File: src/core/nsf_pkg.sv
package nsf_pkg;

    // Register byte offsets
    localparam logic [7:0] NSF_CTRL_OFS   = 8'h00;
    localparam logic [7:0] NSF_STATUS_OFS = 8'h04;
    localparam logic [7:0] NSF_CMD_OFS    = 8'h08;

    // Control register fields
    localparam int NSF_CTRL_FEED_EN_BIT  = 0;
    localparam int NSF_CTRL_FEED_SET_BIT = 1;
    localparam int NSF_CTRL_LIFE_EN_BIT  = 2;
    localparam int NSF_CTRL_MODE_LSB     = 3;
    localparam int NSF_CTRL_W            = 5;
    localparam logic [NSF_CTRL_W-1:0] NSF_CTRL_RESET = 5'h0_0;

    // Command register field
    localparam int NSF_CMD_PANEL_RST_BIT = 0;

    // Status register layout width (flag bits in low end)
    localparam int NSF_STATUS_W = 12;

    // Asynchronous pin inputs, one synchroniser each
    localparam int NSF_ASYNC_W        = 4;
    localparam int NSF_ASYNC_CELL_LOW = 0;
    localparam int NSF_ASYNC_ABS_FLT  = 1;
    localparam int NSF_ASYNC_SPD_FLT  = 2;
    localparam int NSF_ASYNC_INCH     = 3;

    // Power-on sequencing: check once the synchronisers are full
    localparam logic [1:0] NSF_BOOT_CHECK = 2'h2;
    localparam logic [1:0] NSF_BOOT_DONE  = 2'h3;

    // Single-digit feed code range
    localparam logic [2:0] NSF_FEED_CODE_MIN = 3'h1;
    localparam logic [2:0] NSF_FEED_CODE_MAX = 3'h5;

    localparam int NSF_SPINDLES = 2;
    localparam int NSF_SPEED_W  = 16;

    typedef enum logic [1:0] {
        NSF_LIFE_PER_TOOL = 2'b00,
        NSF_LIFE_LATHE    = 2'b01,
        NSF_LIFE_MC       = 2'b10,
        NSF_LIFE_NONE     = 2'b11
    } nsf_life_mode_e;

    // Controller motion events, same clock, one-cycle pulses
    typedef struct packed {
        logic       feed_cmd;
        logic [2:0] feed_code;
        logic       block_done;
        logic       auto_operation_pause;
        logic       interlock_stop;
        logic       nc_reset;
    } nsf_motion_s;

    // Tool life events; pulses except the two level qualifiers
    typedef struct packed {
        logic count_reached;
        logic last_tool;
        logic tool_change_reset;
        logic tool_function_strobe;
        logic group_select_done;
        logic group_all_expired;
        logic usage_cleared;
        logic spindle_tool_change;
        logic tool_error;
    } nsf_tool_s;

    // Flags presented to the ladder program, all levels
    typedef struct packed {
        logic                    speed_alarm;
        logic                    abs_alarm;
        logic                    backup_cell_low_alarm;
        logic                    tool_group_expired;
        logic [NSF_SPINDLES-1:0] spindle_below_min_speed;
        logic [NSF_SPINDLES-1:0] spindle_above_max_speed;
        logic                    tool_wear_tracking_active;
        logic                    single_digit_feed_active;
        logic                    position_display_frozen_flag;
        logic                    inch_unit_flag;
    } nsf_flags_s;

endpackage : nsf_pkg

File: src/core/nsf_status_flags.sv
`timescale 1ns/1ns
// Contract
// - Imperial flag reflects inch setup strap captured only at power-on.
// - Unit selection program commands never change the imperial flag.
// - Display-frozen flag follows the freeze request input exactly.
// - Display updates stop immediately when freeze request rises.
// - Single-digit feed flag sets on selection of feed code one to five.
// - Feed flag clears on block done, pause, interlock stop or reset.
// - Feed codes accepted only with enable and feed values set.
// - Tool-wear-tracking flag follows the life management enable.
// - Per spindle, flag measured speed above its maximum.
// - Per spindle, flag measured speed below its minimum.
// - Per-tool mode sets expired flag on count reach; operation continues.
// - Lathe group mode sets expired on last-tool reach, reset, expired strobe.
// - Lathe group mode clears on live group selection or usage clear.
// - Machining mode sets on last-tool reach, tool error, expired mount.
// - Machining mode clears on live mount, usage clear or disable.
// - Machining expired flag never changes in the tool change cycle.
// - Low backup cell checked at power-on raises alarm flag.
// - Detector or speed detector supply fault raises alarm flag.
// - Auto start blocked only by the speed detector supply alarm.
// - Panel reset clears low cell alarm; next power-on rechecks.
// - Supply fault alarms clear only by power cycle.
module nsf_status_flags
    import nsf_pkg::*;
#(
    parameter int SPINDLES = NSF_SPINDLES,
    parameter int SPEED_W  = NSF_SPEED_W
) (
    input  wire logic                         clk,
    input  wire logic                         reset_n,
    input  wire logic [7:0]                   reg_addr,
    input  wire logic [31:0]                  reg_wdata,
    input  wire logic                         reg_wr,
    input  wire logic                         reg_rd,
    output logic      [31:0]                  reg_rdata,
    input  wire logic [NSF_ASYNC_W-1:0]       async_pins,
    input  wire logic                         position_display_freeze_request,
    input  wire nsf_motion_s                  motion,
    input  wire nsf_tool_s                    tool,
    input  wire logic [SPINDLES-1:0][SPEED_W-1:0] spindle_speed_fb,
    input  wire logic [SPINDLES-1:0][SPEED_W-1:0] spindle_max_speed,
    input  wire logic [SPINDLES-1:0][SPEED_W-1:0] spindle_min_speed,
    output nsf_flags_s                        flags,
    output logic                              auto_start_permit
);

    typedef struct packed {
        logic [NSF_ASYNC_W-1:0] sync1;
        logic [NSF_ASYNC_W-1:0] sync2;
        logic [1:0]             boot_cnt;
        logic [NSF_CTRL_W-1:0]  ctrl;
        logic                   mount_pend;
        logic                   mount_expired;
        nsf_flags_s             fl;
        logic [31:0]            rdata;
    } nsf_state_s;

    nsf_state_s     st_reg;
    nsf_state_s     st_next;
    nsf_life_mode_e life_mode;
    logic           life_en;
    logic           feed_ok;
    logic           feed_take;
    logic           ctrl_wr;
    logic           cmd_wr;
    logic [SPINDLES-1:0] above_cmp;
    logic [SPINDLES-1:0] below_cmp;

    // Speed comparators, one pair per spindle
    for (genvar i = 0; i < SPINDLES; i++) begin : g_spindle
        assign above_cmp[i] = spindle_speed_fb[i] > spindle_max_speed[i];
        assign below_cmp[i] = spindle_speed_fb[i] < spindle_min_speed[i];
    end

    // Decoded control fields
    assign life_mode = nsf_life_mode_e'(
        st_reg.ctrl[NSF_CTRL_MODE_LSB +: 2]);
    assign life_en   = st_reg.ctrl[NSF_CTRL_LIFE_EN_BIT];
    assign feed_ok   = st_reg.ctrl[NSF_CTRL_FEED_EN_BIT]
                     & st_reg.ctrl[NSF_CTRL_FEED_SET_BIT];
    assign feed_take = motion.feed_cmd & feed_ok
                     & (motion.feed_code >= NSF_FEED_CODE_MIN)
                     & (motion.feed_code <= NSF_FEED_CODE_MAX);
    assign ctrl_wr   = reg_wr & (reg_addr == NSF_CTRL_OFS);
    assign cmd_wr    = reg_wr & (reg_addr == NSF_CMD_OFS);

    // Next-state logic for every flag and the register slave
    always_comb begin
        st_next = st_reg;

        // Second flop is the only reader of the first
        st_next.sync1 = async_pins;
        st_next.sync2 = st_reg.sync1;

        if (st_reg.boot_cnt != NSF_BOOT_DONE) begin
            st_next.boot_cnt = st_reg.boot_cnt + 2'h1;
        end

        if (ctrl_wr) begin
            st_next.ctrl = reg_wdata[NSF_CTRL_W-1:0];
        end

        // Strap taken once; unit program commands have no path here
        if (st_reg.boot_cnt == NSF_BOOT_CHECK) begin
            st_next.fl.inch_unit_flag =
                st_reg.sync2[NSF_ASYNC_INCH];
        end

        // Freeze is a plain follower: no block boundary wait
        st_next.fl.position_display_frozen_flag =
            position_display_freeze_request;

        // Feed flag: set wins over a clear in the same cycle
        if (motion.block_done | motion.auto_operation_pause
            | motion.interlock_stop | motion.nc_reset) begin
            st_next.fl.single_digit_feed_active = 1'b0;
        end
        if (feed_take) begin
            st_next.fl.single_digit_feed_active = 1'b1;
        end

        st_next.fl.tool_wear_tracking_active = life_en;
        st_next.fl.spindle_above_max_speed   = above_cmp;
        st_next.fl.spindle_below_min_speed   = below_cmp;

        // Mount is judged one cycle after the change itself
        st_next.mount_pend    = 1'b0;
        st_next.mount_expired = tool.group_all_expired;
        if (life_mode == NSF_LIFE_MC) begin
            st_next.mount_pend = tool.spindle_tool_change;
        end

        // Tool life over; only a flag, nothing here halts operation
        unique case (life_mode)
            NSF_LIFE_PER_TOOL: begin
                if (tool.usage_cleared) begin
                    st_next.fl.tool_group_expired = 1'b0;
                end
                if (tool.count_reached) begin
                    st_next.fl.tool_group_expired = 1'b1;
                end
            end
            NSF_LIFE_LATHE: begin
                if ((tool.group_select_done & ~tool.group_all_expired)
                    | tool.usage_cleared) begin
                    st_next.fl.tool_group_expired = 1'b0;
                end
                if ((tool.last_tool & (tool.count_reached
                                       | tool.tool_change_reset))
                    | (tool.tool_function_strobe
                       & tool.group_all_expired)) begin
                    st_next.fl.tool_group_expired = 1'b1;
                end
            end
            NSF_LIFE_MC: begin
                if (!tool.spindle_tool_change) begin
                    if ((st_reg.mount_pend & ~st_reg.mount_expired)
                        | tool.usage_cleared | ~life_en) begin
                        st_next.fl.tool_group_expired = 1'b0;
                    end
                    if ((tool.last_tool & (tool.count_reached
                                           | tool.tool_error))
                        | (st_reg.mount_pend
                           & st_reg.mount_expired)) begin
                        st_next.fl.tool_group_expired = 1'b1;
                    end
                end
            end
            NSF_LIFE_NONE: begin
                st_next.fl.tool_group_expired = 1'b0;
            end
        endcase

        // Low cell: panel reset clears it, power-on check sets it
        if (cmd_wr & reg_wdata[NSF_CMD_PANEL_RST_BIT]) begin
            st_next.fl.backup_cell_low_alarm = 1'b0;
        end
        if (st_reg.boot_cnt == NSF_BOOT_CHECK
            && st_reg.sync2[NSF_ASYNC_CELL_LOW]) begin
            st_next.fl.backup_cell_low_alarm = 1'b1;
        end

        // Supply faults are sticky until the next power-on reset
        if (st_reg.sync2[NSF_ASYNC_ABS_FLT]) begin
            st_next.fl.abs_alarm = 1'b1;
        end
        if (st_reg.sync2[NSF_ASYNC_SPD_FLT]) begin
            st_next.fl.speed_alarm = 1'b1;
        end

        // Read data valid in the cycle after the strobe only
        st_next.rdata = 32'h0000_0000;
        if (reg_rd) begin
            unique case (reg_addr)
                NSF_CTRL_OFS: begin
                    st_next.rdata[NSF_CTRL_W-1:0] = st_reg.ctrl;
                end
                NSF_STATUS_OFS: begin
                    st_next.rdata[NSF_STATUS_W-1:0] = st_reg.fl;
                end
                default: begin
                    st_next.rdata = 32'h0000_0000;
                end
            endcase
        end
    end

    // State register; synchronous reset models a power cycle
    always_ff @(posedge clk) begin
        if (!reset_n) begin
            st_reg <= '0;
        end else begin
            st_reg <= st_next;
        end
    end

    assign flags             = st_reg.fl;
    assign reg_rdata         = st_reg.rdata;
    // Cell and position supply alarms still let the cycle start
    assign auto_start_permit = ~st_reg.fl.speed_alarm;
endmodule : nsf_status_flags

File: config.mk
export PLATFORM = sky130hd
export DESIGN_NAME = nsf_status_flags
export DESIGN_NICKNAME = d
export VERILOG_FILES = /design/src/core/nsf_pkg.sv /design/src/core/nsf_status_flags.sv
export SDC_FILE = /design/constraint.sdc
export NUM_CORES = 1
export LEC_CHECK = 0
export BUFFER_PORTS_ARGS = -buffer_cell sky130_fd_sc_hd__buf_2
export CAP_MARGIN = 20
export CORE_UTILIZATION = 47
export CTS_CLUSTER_DIAMETER = 40
export DETAILED_ROUTE_END_ITERATION = 7
export PLACE_DENSITY = 0.87
export SYNTH_ARGS = -nofsm -noshare
export SYNTH_HDL_FRONTEND = slang
export SYNTH_SLANG_ARGS = --single-unit
File: constraint.sdc
create_clock -name clk -period 3.4 [get_ports clk]
set_input_delay 0.17 -clock clk [delete_from_list [all_inputs] [get_ports clk]]
set_output_delay 0.17 -clock clk [all_outputs]
set_load 0.02 [all_outputs]
==> flow_summary.toml <==
[logic_synthesis]
yosysWarnings = 0
synth_top_area_share = 0.252
synth_flop_cell = "dfxtp_1"
synth_top_cell_by_area = "dfxtp_1"
syn-mean-instance-area_sq_um = 7.91
synthTopCellsByArea = "dfxtp_1 (25%), ha_1 (25%), buf_4 (10%)"
synth_compound_area_frac = 0.133
async_reset_ff_frac = 0
synthXorXnorAreaFrac = 0.00269
synth_area_sq_um = 3260
syn_inst = 412
yosys.area_share.simple = 0.175
yosysSeqAreaShare = 0.252
ys_ff_latch = 41
synth_adder_area_share = 0.246
ys_types = 34
synth_edf_count = 0
synth_top_family_by_area = "adder cells"
synthMuxAreaShare = 0.00307

[timing]
fmax_mhz = 717
fin_worst_skew_ps = 5.08
fin_crit_sh = 0.410
tightest_slew_ps = 639
final_hold_viol_count = 0
setup_viol = 0
relSlewSlack = 0.572
fin_crit_ps = 1400
drv_slew = 0
setup_tns_ps = 0
rsz0062_at_grt = "false"
hold-worst-slack_ps = 95.9

[final_layout]
area_delta_synth_final_pct = 22.2
final_core_util = 0.610
drive_gt1_frac = 0.311
multi_input_area_sq_um = 1900
antenna_cells = 0
fin_nets = 776
fin_cells = 627
fill_cells = 618
seq_area_sq_um = 821

[place]
gp_congestion = 0.867
place_inst = 620
dp_hpwl_mm = 6.44
io_buffers = 159

[floorplanning]
dieArea_sq_um = 7270
pin_count = 207
core_area_sq_um = 6530
start_util = 0.499
fp.dieW_microns = 85.2
row_count = 29
chipHeight_microns = 85.2

[setup_path]
reg2reg_from = "life_mode[1]$_SDFFE_PN0P_"
endpoint_kind = "flop"
path_class = "input port to flop"
cp-startpoint = "reset_n"
arrival_ps = 1630
path_max_fanout = 27
critPathRequiredTime_ps = 3630
crit_end = "reg_rdata[3]$_SDFF_PN0_"
start_kind = "input port"
reg2reg_to = "flags[8]$_SDFFE_PN0P_"
r2r_cells = 5
reg2reg_slack_ps = 2170

[cts]
numCtsBuffers = 5
path_clk_slew_ps = 80
cts_buffer_depth = 2
htreeDepth = 2
clock-sinks = 41
cts_tree = "built"
clk_latency_ps = 280
cts_hold_buf = 0
cts_root_buf = "clkbuf_8"
cts_resized = 0
post_cts_buffers = 0

[route]
dr.pass1.iters = 7
vias = 3121
totalWireLength_mm = 7.40
drc = 0
wl_per_cell_microns = 11.8
drtAntennaViolNets = 0
drt_iter0_markers = 58
viasPerCell = 4.98

[global_routing]
grt.overflow.total = 0
grt_max_degree = 28
groute.layer.met1.usage = 0.211
grt_use_met2 = 0.416
grt_pass1_wl_mm = 12.4
grt_use_met3 = 0.0360
antenna_found_initial = 0
grt_pass1_vias = 3157
top_usage_layer = "met2"
grtUsageTotal = 0.209

[status]
status = "completed"

[min_path]
min_path_type = "input port to flop"
holdPathStages = 2

[power]
powerDensity_nw_per_um2 = 302
cellLeakagePower_nw = 2.31
max-vdd-ir-drop_mv = 0.149

[job]
maxCapViolations = 0
[critical path, stage by stage]
cell and delay [ps]:
buf_2 360, nand2_1 150, nor2_1 110, nand2_1 90, nor2_1 500, a22o_1 240
[worst min path at each step]
stage	endpoint	slack, ps	startpoint
after CTS	st_next[55]$_SDFF_PN0_	80	async_pins[2]
after global routing	st_next[55]$_SDFF_PN0_	90	async_pins[2]
final	st_next[55]$_SDFF_PN0_	100	async_pins[2]
after global placement	st_next[56]$_SDFF_PN0_	380	async_pins[3]
after detailed placement	flags[1]$_SDFF_PN0_	380	position_display_freeze_request
after floorplan	st_reg[44]$_SDFF_PN0_	290	tool[3]
[cell usage after synthesis, types with 4 or more instances]
cell type and instances:
a21o_1 4, a21oi_1 35, a22o_1 6, a31oi_1 4
and2_1 15, buf_4 44, dfxtp_1 41, ha_1 64
inv_1 70, nand2_1 30, nand3_1 12, nand4_1 12
nor2_1 26, nor3_1 4, o21ai_0 20
[through the flow]
stage	setup WS, ps	instance area, sq um	total power [mW]
6_report	2000	3980	1.20
5_1_grt	1740	3980	1.28
4_1_cts	1950	3980	1.21
3_5_place_dp	1660	3880	0.846
3_3_place_gp	1700	3880	0.828
2_1_floorplan	2120	3330	0.733
[layer usage]
metal  vias to the layer above  share of wire  wire [microns]
li1                       1592              -               -
met3                        23          0.058             426
met2                       135           0.52            3840
met1                      1371           0.40            2930
met4                         0          0.028             208
met5                         -              0               0
[where the power goes]
| part | total (mW) | switching [mW] | internal, mW |
|---|---|---|---|
| clock network | 0.364 | 0.151 | 0.213 |
| registers | 0.508 | 0.00912 | 0.499 |
| logic | 0.329 | 0.179 | 0.150 |
[cell families after synthesis]
group | Yosys count
XOR/XNOR | 1
multiplexers | 1
buffers and inverters | 118
flip-flops | 41
AO/OA/AOI/OAI | 75
other | 1
adder cells (fa/ha/maj) | 64
AND/OR/NAND/NOR | 111
[cell type report]
cell class	instances	area share
multi-input combinational	272	0.477
sequential	41	0.206
timing repair buffer	159	0.200
inverter	71	0.0669
tap	77	0.0242
clock buffer	5	0.0173
clock inverter	2	0.00880
[layout by cell type (no fill, tap or decap), drive strengths merged, types with 2 or more instances in the layout]
cell,n
dfxtp,41
nor2b,2
nor4,3
nand2,31
a31oi,4
buf,159
nor2,26
nor4b,3
ha,64
nand4,12
and2,15
a22o,6
o21ai,20
a221oi,2
nand3,12
nand2b,2
clkbuf,5
a21o,4
inv,70
nor3,4
a21oi,35
clkinv,2
conb,20
Note: power is estimated with default switching activity, not from simulation.
